**config.mk**
```make
export PLATFORM = sky130hd
export DESIGN_NAME = pmw_bank
export DESIGN_NICKNAME = d
export VERILOG_FILES = /design/src/pmw_pkg.sv /design/src/pmw_bank.sv
export SDC_FILE = /design/constraint.sdc
export NUM_CORES = 1
export LEC_CHECK = 0
export BUFFER_PORTS_ARGS = -buffer_cell sky130_fd_sc_hd__buf_2
export CAP_MARGIN = 5
export CORE_ASPECT_RATIO = 1.2
export CORE_MARGIN = 2
export CORE_UTILIZATION = 39
export CTS_CLUSTER_SIZE = 40
export DETAILED_ROUTE_END_ITERATION = 8
export GPL_TIMING_DRIVEN = 0
export PLACE_DENSITY_LB_ADDON = 0.3
export SYNTH_ARGS = -nofsm -noshare
export SYNTH_HDL_FRONTEND = slang
export SYNTH_SLANG_ARGS = --single-unit
```
**constraint.sdc**
```tcl
create_clock -name i_mclk -period 2.05 [get_ports i_mclk]
set_input_delay 0.3075 -clock i_mclk [delete_from_list [all_inputs] [get_ports i_mclk]]
set_output_delay 0.3075 -clock i_mclk [all_outputs]
set_load 0.02 [all_outputs]
```
**src/pmw_pkg.sv**
```systemverilog
// Purpose: Shared constants and carriers for the warning-limit and status bank
// Assumes: 12-bit telemetry codes, commands already framed by the SMBus engine
// Notes: Command codes are the PMBus command bytes of this bank

package pmw_pkg;

  // ***********************************************
  // Command codes
  // ***********************************************
  localparam logic [7:0] CMD_CLEAR_FAULTS = 8'h03;
  localparam logic [7:0] CMD_OT_WARN_THR = 8'h51;
  localparam logic [7:0] CMD_VIN_OV_WARN_THR = 8'h57;
  localparam logic [7:0] CMD_VIN_UV_WARN_THR = 8'h58;
  localparam logic [7:0] CMD_SUMMARY_BYTE = 8'h78;
  localparam logic [7:0] CMD_SUMMARY_WORD = 8'h79;
  localparam logic [7:0] CMD_VOUT_STATUS = 8'h7a;

  // ***********************************************
  // Threshold values after reset and disable codes
  // ***********************************************
  localparam logic [11:0] OT_WARN_RESET = 12'h07d0;
  localparam logic [11:0] OV_WARN_RESET = 12'h0fff;
  localparam logic [11:0] UV_WARN_RESET = 12'h0000;
  localparam logic [11:0] HIGH_LIMIT_OFF = 12'h0fff;
  localparam logic [11:0] LOW_LIMIT_OFF = 12'h0000;

  // ***********************************************
  // Status field positions
  // ***********************************************
  localparam int BIT_OTHER = 0;
  localparam int BIT_CML = 1;
  localparam int BIT_TEMP = 2;
  localparam int BIT_VIN_UV = 3;
  localparam int BIT_OFF = 6;
  localparam int BIT_PGOOD = 11;
  localparam int BIT_MFR = 12;
  localparam int BIT_INPUT = 13;
  localparam int BIT_VOUT = 15;
  localparam int BIT_VOUT_UV_WARN = 5;
  localparam logic [15:0] WORD_UNSUP_MASK = 16'h47b0;

  // ***********************************************
  // Temperature detection time of the averaged front end
  // ***********************************************
  localparam int OT_DETECT_MS = 16;
  localparam int MCLK_HZ = 10_000_000;
  localparam int OT_DETECT_CYC = OT_DETECT_MS * (MCLK_HZ / 1000);

  // ***********************************************
  // Transaction kinds and carriers
  // ***********************************************
  typedef enum logic [1:0] {
    KIND_SEND_BYTE = 2'b00,
    KIND_READ_BYTE = 2'b01,
    KIND_READ_WORD = 2'b10,
    KIND_WRITE_WORD = 2'b11
  } pmw_kind_e;

  typedef struct packed {
    logic valid;
    pmw_kind_e kind;
    logic [7:0] code;
    logic [15:0] wdata;
  } pmw_cmd_s;

  typedef struct packed {
    logic valid;
    logic err;
    logic two_bytes;
    logic [15:0] data;
  } pmw_rsp_s;

  typedef struct packed {
    logic vin_upd;
    logic [11:0] vin;
    logic temp_upd;
    logic [11:0] temp;
  } pmw_meas_s;

  typedef struct packed {
    logic switch_on;
    logic pgood;
    logic uvlo_ok;
    logic vout_uv_warn;
    logic vin_uv_fault;
    logic ot_fault;
    logic cml_fault;
    logic mfr_event;
    logic input_fault;
  } pmw_cond_s;

endpackage : pmw_pkg

```
**src/pmw_bank.sv**
```systemverilog
// Purpose: Warning thresholds, sticky status flags and alert for a hot-swap monitor
// Assumes: Framed PMBus transactions and measurement strobes on the core clock
// Notes: A set in the same cycle as clear faults wins over the clear
`timescale 1ns/10ps

module pmw_bank (
  // Clock and reset
  input wire logic i_mclk,
  input wire logic i_rstn,
  // Framed PMBus transaction and its answer
  input wire pmw_pkg::pmw_cmd_s i_cmd,
  output pmw_pkg::pmw_rsp_s o_rsp,
  // Telemetry and core conditions
  input wire pmw_pkg::pmw_meas_s i_meas,
  input wire pmw_pkg::pmw_cond_s i_cond,
  // Alert pin, open drain
  output logic o_smba_o,
  output logic o_smba_oe
);
  import pmw_pkg::*;

  // ***********************************************
  // Helpers
  // ***********************************************
  // Live high limit: enabled and measurement strictly above it
  function automatic logic above_limit(input logic [11:0] meas, input logic [11:0] thr);
    above_limit = (thr != HIGH_LIMIT_OFF) && (meas > thr);
  endfunction : above_limit

  // ***********************************************
  // Declarations
  // ***********************************************
  logic [11:0] ot_thr_q;
  logic [11:0] ov_thr_q;
  logic [11:0] uv_thr_q;
  logic otw_cond_q;
  logic ovw_cond_q;
  logic uvw_cond_q;
  logic uvlo_seen_q;
  logic f_other_q;
  logic f_cml_q;
  logic f_temp_q;
  logic f_vin_uv_q;
  logic f_off_q;
  logic f_pgood_q;
  logic f_mfr_q;
  logic f_input_q;
  logic f_vout_q;
  logic f_vout_uvw_q;
  logic wr_word;
  logic clr;
  logic first_uvlo;
  logic any_alert_evt;
  logic [15:0] status_word;
  logic [7:0] vout_status;

  // Decoded strobes of the command port and the lockout onset
  assign wr_word = i_cmd.valid && (i_cmd.kind == KIND_WRITE_WORD);
  assign clr = i_cmd.valid && (i_cmd.kind == KIND_SEND_BYTE) && (i_cmd.code == CMD_CLEAR_FAULTS);
  assign first_uvlo = i_cond.uvlo_ok && !uvlo_seen_q;

  // ***********************************************
  // Threshold registers
  // ***********************************************
  // Host writes store the 12-bit code; upper bits read zero
  always_ff @(posedge i_mclk or negedge i_rstn) begin
    if (!i_rstn) begin
      ot_thr_q <= OT_WARN_RESET;
      ov_thr_q <= OV_WARN_RESET;
      uv_thr_q <= UV_WARN_RESET;
    end else if (wr_word) begin
      if (i_cmd.code == CMD_OT_WARN_THR) ot_thr_q <= i_cmd.wdata[11:0];
      if (i_cmd.code == CMD_VIN_OV_WARN_THR) ov_thr_q <= i_cmd.wdata[11:0];
      if (i_cmd.code == CMD_VIN_UV_WARN_THR) uv_thr_q <= i_cmd.wdata[11:0];
    end
  end

  // ***********************************************
  // Limit comparisons
  // ***********************************************
  // Conditions refresh only on a new sample and hold between samples
  always_ff @(posedge i_mclk or negedge i_rstn) begin
    if (!i_rstn) begin
      ovw_cond_q <= 1'b0;
      uvw_cond_q <= 1'b0;
      otw_cond_q <= 1'b0;
    end else begin
      if (i_meas.vin_upd) begin
        ovw_cond_q <= above_limit(i_meas.vin, ov_thr_q);
        uvw_cond_q <= (uv_thr_q != LOW_LIMIT_OFF) && (i_meas.vin < uv_thr_q);
      end
      if (i_meas.temp_upd) begin
        otw_cond_q <= above_limit(i_meas.temp, ot_thr_q);
      end
    end
  end

  // Remembers that the input has once passed the lockout level
  always_ff @(posedge i_mclk or negedge i_rstn) begin
    if (!i_rstn) begin
      uvlo_seen_q <= 1'b0;
    end else if (i_cond.uvlo_ok) begin
      uvlo_seen_q <= 1'b1;
    end
  end

  // ***********************************************
  // Status flags, sticky except the off bit
  // ***********************************************
  // A set in the same cycle as clear faults wins, so a live condition keeps its flag
  always_ff @(posedge i_mclk or negedge i_rstn) begin
    if (!i_rstn) begin
      f_vin_uv_q <= 1'b1;
      f_temp_q <= 1'b0;
      f_cml_q <= 1'b0;
      f_other_q <= 1'b1;
      f_vout_q <= 1'b0;
      f_input_q <= 1'b1;
      f_mfr_q <= 1'b1;
      f_pgood_q <= 1'b1;
      f_vout_uvw_q <= 1'b0;
    end else begin
      f_vin_uv_q <= (f_vin_uv_q && !clr && !first_uvlo) || uvw_cond_q || i_cond.vin_uv_fault;
      f_temp_q <= (f_temp_q && !clr) || otw_cond_q || i_cond.ot_fault;
      f_cml_q <= (f_cml_q && !clr) || i_cond.cml_fault;
      f_other_q <= (f_other_q && !clr) || ovw_cond_q || i_cond.vout_uv_warn || i_cond.mfr_event
                   || !i_cond.pgood || i_cond.input_fault;
      f_vout_q <= (f_vout_q && !clr) || i_cond.vout_uv_warn;
      f_input_q <= (f_input_q && !clr && !first_uvlo) || ovw_cond_q || uvw_cond_q
                   || i_cond.input_fault || i_cond.vin_uv_fault;
      f_mfr_q <= (f_mfr_q && !clr) || i_cond.mfr_event;
      f_pgood_q <= (f_pgood_q && !clr) || !i_cond.pgood;
      f_vout_uvw_q <= (f_vout_uvw_q && !clr) || i_cond.vout_uv_warn;
    end
  end

  // Off bit follows the pass switch, one from reset
  always_ff @(posedge i_mclk or negedge i_rstn) begin
    if (!i_rstn) begin
      f_off_q <= 1'b1;
    end else begin
      f_off_q <= !i_cond.switch_on;
    end
  end

  // ***********************************************
  // Status assembly
  // ***********************************************
  // Unsupported positions are tied to zero
  always_comb begin
    status_word = 16'h0000;
    status_word[BIT_OTHER] = f_other_q;
    status_word[BIT_CML] = f_cml_q;
    status_word[BIT_TEMP] = f_temp_q;
    status_word[BIT_VIN_UV] = f_vin_uv_q;
    status_word[BIT_OFF] = f_off_q;
    status_word[BIT_PGOOD] = f_pgood_q;
    status_word[BIT_MFR] = f_mfr_q;
    status_word[BIT_INPUT] = f_input_q;
    status_word[BIT_VOUT] = f_vout_q;
    vout_status = 8'h00;
    vout_status[BIT_VOUT_UV_WARN] = f_vout_uvw_q;
  end

  // ***********************************************
  // Alert pin
  // ***********************************************
  assign any_alert_evt = ovw_cond_q || uvw_cond_q || otw_cond_q || i_cond.vout_uv_warn || i_cond.vin_uv_fault
                         || i_cond.ot_fault || i_cond.cml_fault || i_cond.mfr_event || i_cond.input_fault;

  // Pulls the line low until clear faults; a live condition other than power-good low re-asserts at once
  always_ff @(posedge i_mclk or negedge i_rstn) begin
    if (!i_rstn) begin
      o_smba_oe <= 1'b0;
      o_smba_o <= 1'b0;
    end else begin
      o_smba_oe <= (o_smba_oe && !clr) || any_alert_evt;
      o_smba_o <= 1'b0;
    end
  end

  // ***********************************************
  // Transaction answers
  // ***********************************************
  // One cycle after each command; unknown code or wrong protocol flags an error
  always_ff @(posedge i_mclk or negedge i_rstn) begin
    if (!i_rstn) begin
      o_rsp <= '0;
    end else begin
      o_rsp.valid <= i_cmd.valid;
      o_rsp.err <= 1'b0;
      o_rsp.two_bytes <= 1'b0;
      o_rsp.data <= 16'h0000;
      if (i_cmd.valid) begin
        unique case (i_cmd.kind)
          KIND_SEND_BYTE: begin
            o_rsp.err <= !clr;
          end
          KIND_READ_BYTE: begin
            if (i_cmd.code == CMD_SUMMARY_BYTE) begin
              o_rsp.data <= {8'h00, status_word[7:0]};
            end else if (i_cmd.code == CMD_VOUT_STATUS) begin
              o_rsp.data <= {8'h00, vout_status};
            end else begin
              o_rsp.err <= 1'b1;
            end
          end
          KIND_READ_WORD: begin
            o_rsp.two_bytes <= 1'b1;
            if (i_cmd.code == CMD_OT_WARN_THR) begin
              o_rsp.data <= {4'h0, ot_thr_q};
            end else if (i_cmd.code == CMD_VIN_OV_WARN_THR) begin
              o_rsp.data <= {4'h0, ov_thr_q};
            end else if (i_cmd.code == CMD_VIN_UV_WARN_THR) begin
              o_rsp.data <= {4'h0, uv_thr_q};
            end else if (i_cmd.code == CMD_SUMMARY_WORD) begin
              o_rsp.data <= status_word;
            end else begin
              o_rsp.err <= 1'b1;
            end
          end
          KIND_WRITE_WORD: begin
            o_rsp.err <= !((i_cmd.code == CMD_OT_WARN_THR) || (i_cmd.code == CMD_VIN_OV_WARN_THR)
                           || (i_cmd.code == CMD_VIN_UV_WARN_THR));
          end
        endcase
      end
    end
  end
endmodule : pmw_bank

```
==> results of run 1 <==
-- how the worst min path moves through the flow --
stage | start | slack, ns | to
floorplan | i_rstn | 0.01 | f_cml_q$_DFF_PN0_
global placement | i_cond[8] | 0.42 | f_off_q$_DFF_PN1_
detailed placement | i_cond[8] | 0.42 | f_off_q$_DFF_PN1_
CTS | i_cond[8] | 0.07 | f_off_q$_DFF_PN1_
global route | i_cond[8] | 0.07 | f_off_q$_DFF_PN1_
finish | i_cond[8] | 0.08 | f_off_q$_DFF_PN1_
-- final cells by class --
type                    count  area [um^2]
fillers                   969         5180
multi-input cells         278         2010
flip-flops and latches     69         1760
repair buffers             78          393
clock buffers              12          246
inverters                  47          176
well taps                 126          158
plain buffers              14         68.8
clock inverters             4         25.0
-- cells by family after synthesis --
group,Yosys count,synth area share
AND/OR/NAND/NOR,110,0.147
flip-flops,69,0.439
AO/OA/AOI/OAI,101,0.156
buffers and inverters,61,0.0613
multiplexers,25,0.0704
other,1,0.000937
adder cells (fa/ha/maj),40,0.125
-- layer usage --
layer	up-vias	routed length (um)	GRT usage
met4	0	181	0.0770
li1	1651	-	-
met1	1672	4630	0.258
met5	-	0	0
met3	15	505	0.0452
met2	82	5440	0.356
-- registers in the layout (all words and copies together), names as in the netlist, 12 cells and up --
name,count
ot_thr_q,12
uv_thr_q,12
ov_thr_q,12
o_rsp,18
-- power by group --
group | leakage (uW) | internal [uW] | switching (uW) | total [uW]
clock | 0.000129 | 847 | 575 | 1420
sequential | 0.000838 | 1390 | 23.6 | 1420
combinational | 0.00134 | 132 | 189 | 320
-- synth_stat cells (3+ instances only) --
master	count
nor4_1	4
inv_1	47
a22oi_1	6
a21oi_1	29
nand4b_1	3
o21ai_0	31
o22a_1	5
dfstp_2	24
nand3_1	12
nand2_1	33
or3_1	3
clkbuf_1	7
mux2_2	25
and3_1	4
nor3_1	3
o22ai_1	3
nand4_1	14
and2_1	4
nor2b_1	6
dfrtp_1	45
buf_2	4
a211oi_1	5
ha_1	40
a21o_1	7
nor2_1	13
buf_4	3
-- stage by stage --
stage / instance area, um^2 / setup WS, ns
detailed placement: 4560 / -0.214
CTS: 4830 / 0.0986
global route: 4830 / 0.0577
floorplan: 4010 / 0.298
global placement: 4550 / -0.197
finish: 4830 / 0.205
-- cells in the final DEF, fill, tap and decap left out, types with 9 or more instances in the layout --
cell type	instances
o21ai_0	31
ha_1	40
clkbuf_16	9
nand3_1	12
nor2_1	13
clkbuf_1	9
dfstp_2	24
inv_1	47
a21oi_1	29
dfrtp_1	45
buf_2	81
nand4_1	14
mux2_2	25
nand2_1	33
-- what timing repair did --
action | in CTS | in global routing
hold endpoints to repair | 0 | 0
setup endpoints to repair | 0 | 10
resized for setup | 0 | 1
==> results.yml, run 1 <==
status:
  outcome: "finished clean"
clock_tree:
  htreeDepth: 3
  cts_root_buffer: "clkbuf_16"
  postCtsSetupBuffers: 0
  numClockSinks: 69
  tritoncts: "done"
  cts_made_buffers: 9
  holdBufCountCts: 0
  cts.path.max_buffers: 2
  cts.clk_slew.worst_paths_ns: 0.05
  insertion_delay_ns: 0.34
power:
  p_leak_uw: 0.00231
  p_per_area_nw_per_um2: 654
  total_power_uw: 3160
  ir_drop_v: 0.000397
floorplanning:
  rows: 40
  start_util: 0.400
  io_pins: 85
  dieArea_um2: 11100
  fp.dieW_um: 96.5
  die_y_um: 115
  coreArea_um2: 10000
run:
  cap_violations: 0
worst_setup_path:
  ff2ff_path_depth: 7
  critPathTopFamily: "compound AO/OA/AOI/OAI gates"
  worst-path-stages: 7
  path_cells: "inv_1, ha_1, a21oi_1, o22ai_1, o21ai_0, nand4b_1, o221a_2"
  cp-end-kind: "register"
  cp.required_ns: 2.27
  endpoint: "ovw_cond_q$_DFFE_PN0P_"
  crit_slowest_cell: "dfstp_2"
  critPathLaunchType: "register"
  rr_startpoint: "ov_thr_q[2]$_DFFE_PN1P_"
  r2r_slack_ns: 0.21
  crit_start: "ov_thr_q[2]$_DFFE_PN1P_"
  critical_path.max_stage_delay_ns: 0.57
  r2r-end: "ovw_cond_q$_DFFE_PN0P_"
  crit_fanout: 3
  crit_arrival_ns: 2.06
  crit_buf_inv: 1
  path_class: "register to register"
synthesis:
  synth.distinct_cells: 45
  postSynth.asyncResetShare: 1.00
  ys.flop_type: "dfrtp_1"
  ys_seq_area_frac: 0.439
  yosysTopAreaCellShare: 0.281
  synth.area.top_cells: "dfrtp_1 (28%), dfstp_2 (16%), ha_1 (13%), mux2_2 (7.0%), inv_1 (4.4%)"
  syn_area_per_cell_um2: 9.83
  ys_seq_elements: 69
  syn_inst: 407
  yosysTopAreaCell: "dfrtp_1"
  syn-cell-area_um2: 4000
  synth_edf_count: 0
  ys_warn_count: 0
layout:
  drive_gt1_frac: 0.313
  final_core_util: 0.483
  nets: 601
  antennaDiodeCount: 0
  area_growth_pct: 20.8
  final_cells: 628
sta:
  slew_viol_final: 0
  finalSetupViolCount: 0
  clock_skew_ns: 0.00820
  slew_headroom: 0.425
  max_freq_mhz: 542
  hold_ws_ns: 0.0783
  setup_tns_ns: 0
  min_period_over_period: 0.900
  finalHoldViolCount: 0
  tightest_slew_ns: 0.862
  rsz0062_at_grt: "no"
  fin_crit_ns: 1.84
drt:
  drt-total-wl_mm: 10.8
  drc_errors: 0
  via_per_inst: 5.45
  vias: 3420
  final_antenna_net_count: 0
  first_pass_iters: 4
  drtIter0Drc: 139
  wl_per_cell_um: 17.1
placed_design:
  gp_congestion: 0.907
  hpwl_mm: 8.34
  port_buffers: 78
  dp.cells: 612
hold_path:
  hp-class: "primary input to register"
  hold_depth: 2
grt:
  grt_max_degree: 70
  grt_overflow_total: 0
  grt_pass1_wl_mm: 17.5
  grt_usage: 0.209
  antenna_found_initial: 0
  grt_pass1_vias: 3602
Note: power is estimated with default switching activity, not from simulation.
==> run 2, diff against run 1 <==
--- a/config.mk
+++ b/config.mk
@@ -14,6 +14,7 @@
 export DETAILED_ROUTE_END_ITERATION = 8
 export GPL_TIMING_DRIVEN = 0
 export PLACE_DENSITY_LB_ADDON = 0.3
+export REMOVE_ABC_BUFFERS = 1
 export SYNTH_ARGS = -nofsm -noshare
 export SYNTH_HDL_FRONTEND = slang
 export SYNTH_SLANG_ARGS = --single-unit
==> run 2 against run 1 <==
Critical path depth shrank 2; worst hold slack worse by 0.0039 ns; maximum frequency down 2.2%; clock skew fell by 0.0013 ns; global-route usage is 1.8 points lower; sequential share of layout area barely moved; wire length decreased by 4.8%.
==> results.yml, run 2 (synthesis results as in run 1) <==
status:
  outcome: "finished clean"
layout:
  antennaDiodeCount: 0
  final_cell_mix: "buf_2 (77), inv_1 (47), dfrtp_1 (45)"
  drive_gt1_frac: 0.315
  final_common_cell: "buf_2"
  top_register: "o_rsp"
  final_cells: 615
  nets: 588
  area_growth_pct: 20.8
  largest_reg_flops: 18
worst_setup_path:
  path_class: "primary input to register"
  critPathLaunchType: "primary input"
  r2r_slack_ns: 0.21
  cp.required_ns: 2.30
  crit_fanout: 12
  ff2ff_path_depth: 7
  cp-end-kind: "register"
  r2r-end: "ovw_cond_q$_DFFE_PN0P_"
  critical_path.max_stage_delay_ns: 0.52
  crit_arrival_ns: 2.14
  crit_slowest_cell: "nor3_4"
  path_cells: "buf_2, nor2b_2, nand2_1, nor3_4, mux2_2"
  rr_startpoint: "ov_thr_q[2]$_DFFE_PN1P_"
sta:
  slew_headroom: 0.429
  finalHoldViolCount: 0
  rsz0062_at_grt: "no"
  clock_skew_ns: 0.00690
  finalSetupViolCount: 0
  max_freq_mhz: 530
  hold_ws_ns: 0.0744
  slew_viol_final: 0
  fin_crit_ns: 1.89
  tightest_slew_ns: 0.857
  min_period_over_period: 0.920
grt:
  antenna_found_initial: 0
  grt_pass1_vias: 3345
  grt_usage: 0.191
  grt_pass1_wl_mm: 16.0
  grt_overflow_total: 0
  grt_max_degree: 70
drt:
  drc_errors: 0
  drtIter0Drc: 136
  first_pass_iters: 4
  vias: 3332
  final_antenna_net_count: 0
  wl_per_cell_um: 16.7
  via_per_inst: 5.42
  drt-total-wl_mm: 10.2
floorplanning:
  io_pins: 85
  dieArea_um2: 11100
  coreArea_um2: 10000
  fp.dieW_um: 96.5
  die_y_um: 115
  start_util: 0.400
  rows: 40
clock_tree:
  insertion_delay_ns: 0.33
  numClockSinks: 69
  holdBufCountCts: 0
  cts_made_buffers: 9
  cts_root_buffer: "clkbuf_16"
  cts.clk_slew.worst_paths_ns: 0.06
  tritoncts: "done"
  cts.path.max_buffers: 2
  htreeDepth: 3
  postCtsSetupBuffers: 0
power:
  total_power_uw: 3380
  clock_power_share: 0.490
  internal-power_uw: 2580
  sw_frac_of_total: 0.236
  power_frac_seq: 0.419
  p_switching_uw: 798
  p_per_area_nw_per_um2: 700
  combPwrFrac: 0.091
  ir_drop_v: 0.000402
  p_leak_uw: 0.00232
run:
  cap_violations: 0
placed_design:
  gp_congestion: 0.869
  hpwl_mm: 7.98
  dp.cells: 599
  port_buffers: 78
hold_path:
  hp-class: "primary input to async pin"
[run 2: layout make-up]
| type | instances | area, um^2 |
|---|---|---|
| flip-flops and latches | 69 | 1760 |
| repair buffers | 79 | 404 |
| well taps | 126 | 158 |
| inverters | 47 | 176 |
| multi-input cells | 278 | 2020 |
| fillers | 967 | 5180 |
| clock buffers | 10 | 229 |
| clock inverters | 6 | 87.6 |
[run 2: repair_timing]
action / 4_1_cts / 5_1_grt
endpoints found under the setup margin: 12 / 12
gates resized for setup: 2 / 1
endpoints found under the hold margin: 0 / 0
[run 2: stage by stage]
step | instance area [um^2] | TNS (ns) | util | setup slack [ns]
CTS | 4830 | 0 | 0.482 | 0.0610
finish | 4830 | 0 | 0.483 | 0.163
floorplan | 3940 | -4.87 | - | -0.601
global placement | 4480 | -20.96 | 0.448 | -1.49
detailed placement | 4500 | -11.92 | 0.450 | -0.564
global route | 4830 | 0 | 0.483 | 0.0807
[run 2: worst max-delay path by stage]
stage / startpoint / to / slack, ns / cells after the start
finish: i_cmd[16] / ov_thr_q[0]$_DFFE_PN1P_ / 0.16 / 5
detailed placement: i_cmd[16] / ov_thr_q[0]$_DFFE_PN1P_ / -0.56 / 5
global route: i_cmd[16] / ov_thr_q[0]$_DFFE_PN1P_ / 0.08 / 5
CTS: i_cmd[19] / uv_thr_q[3]$_DFFE_PN0P_ / 0.06 / 4
floorplan: i_cmd[16] / ov_thr_q[0]$_DFFE_PN1P_ / -0.60 / 4
global placement: i_cmd[16] / ov_thr_q[0]$_DFFE_PN1P_ / -1.49 / 5
[run 2: metal layers]
metal	share of wire	track usage
met1	0.42	0.234
met2	0.50	0.329
met3	0.061	0.0439
met4	0.018	0.0648
met5	0	0
[run 2: critical path, delay by kind of cell]
family / cells / cell delay, ns
AND/OR/NAND/NOR: 3 / 1.31
multiplexers: 1 / 0.39
buffers and inverters: 1 / 0.14
[run 2: power groups by stage]
stage                     combinational, uW  sequential [uW]  clock, uW
after floorplan                         148             1430          0
after global placement                  296             1440          0
after detailed placement                307             1440          0
after CTS                               309             1420       1680
after global routing                    348             1420       1750
final                                   306             1420       1660
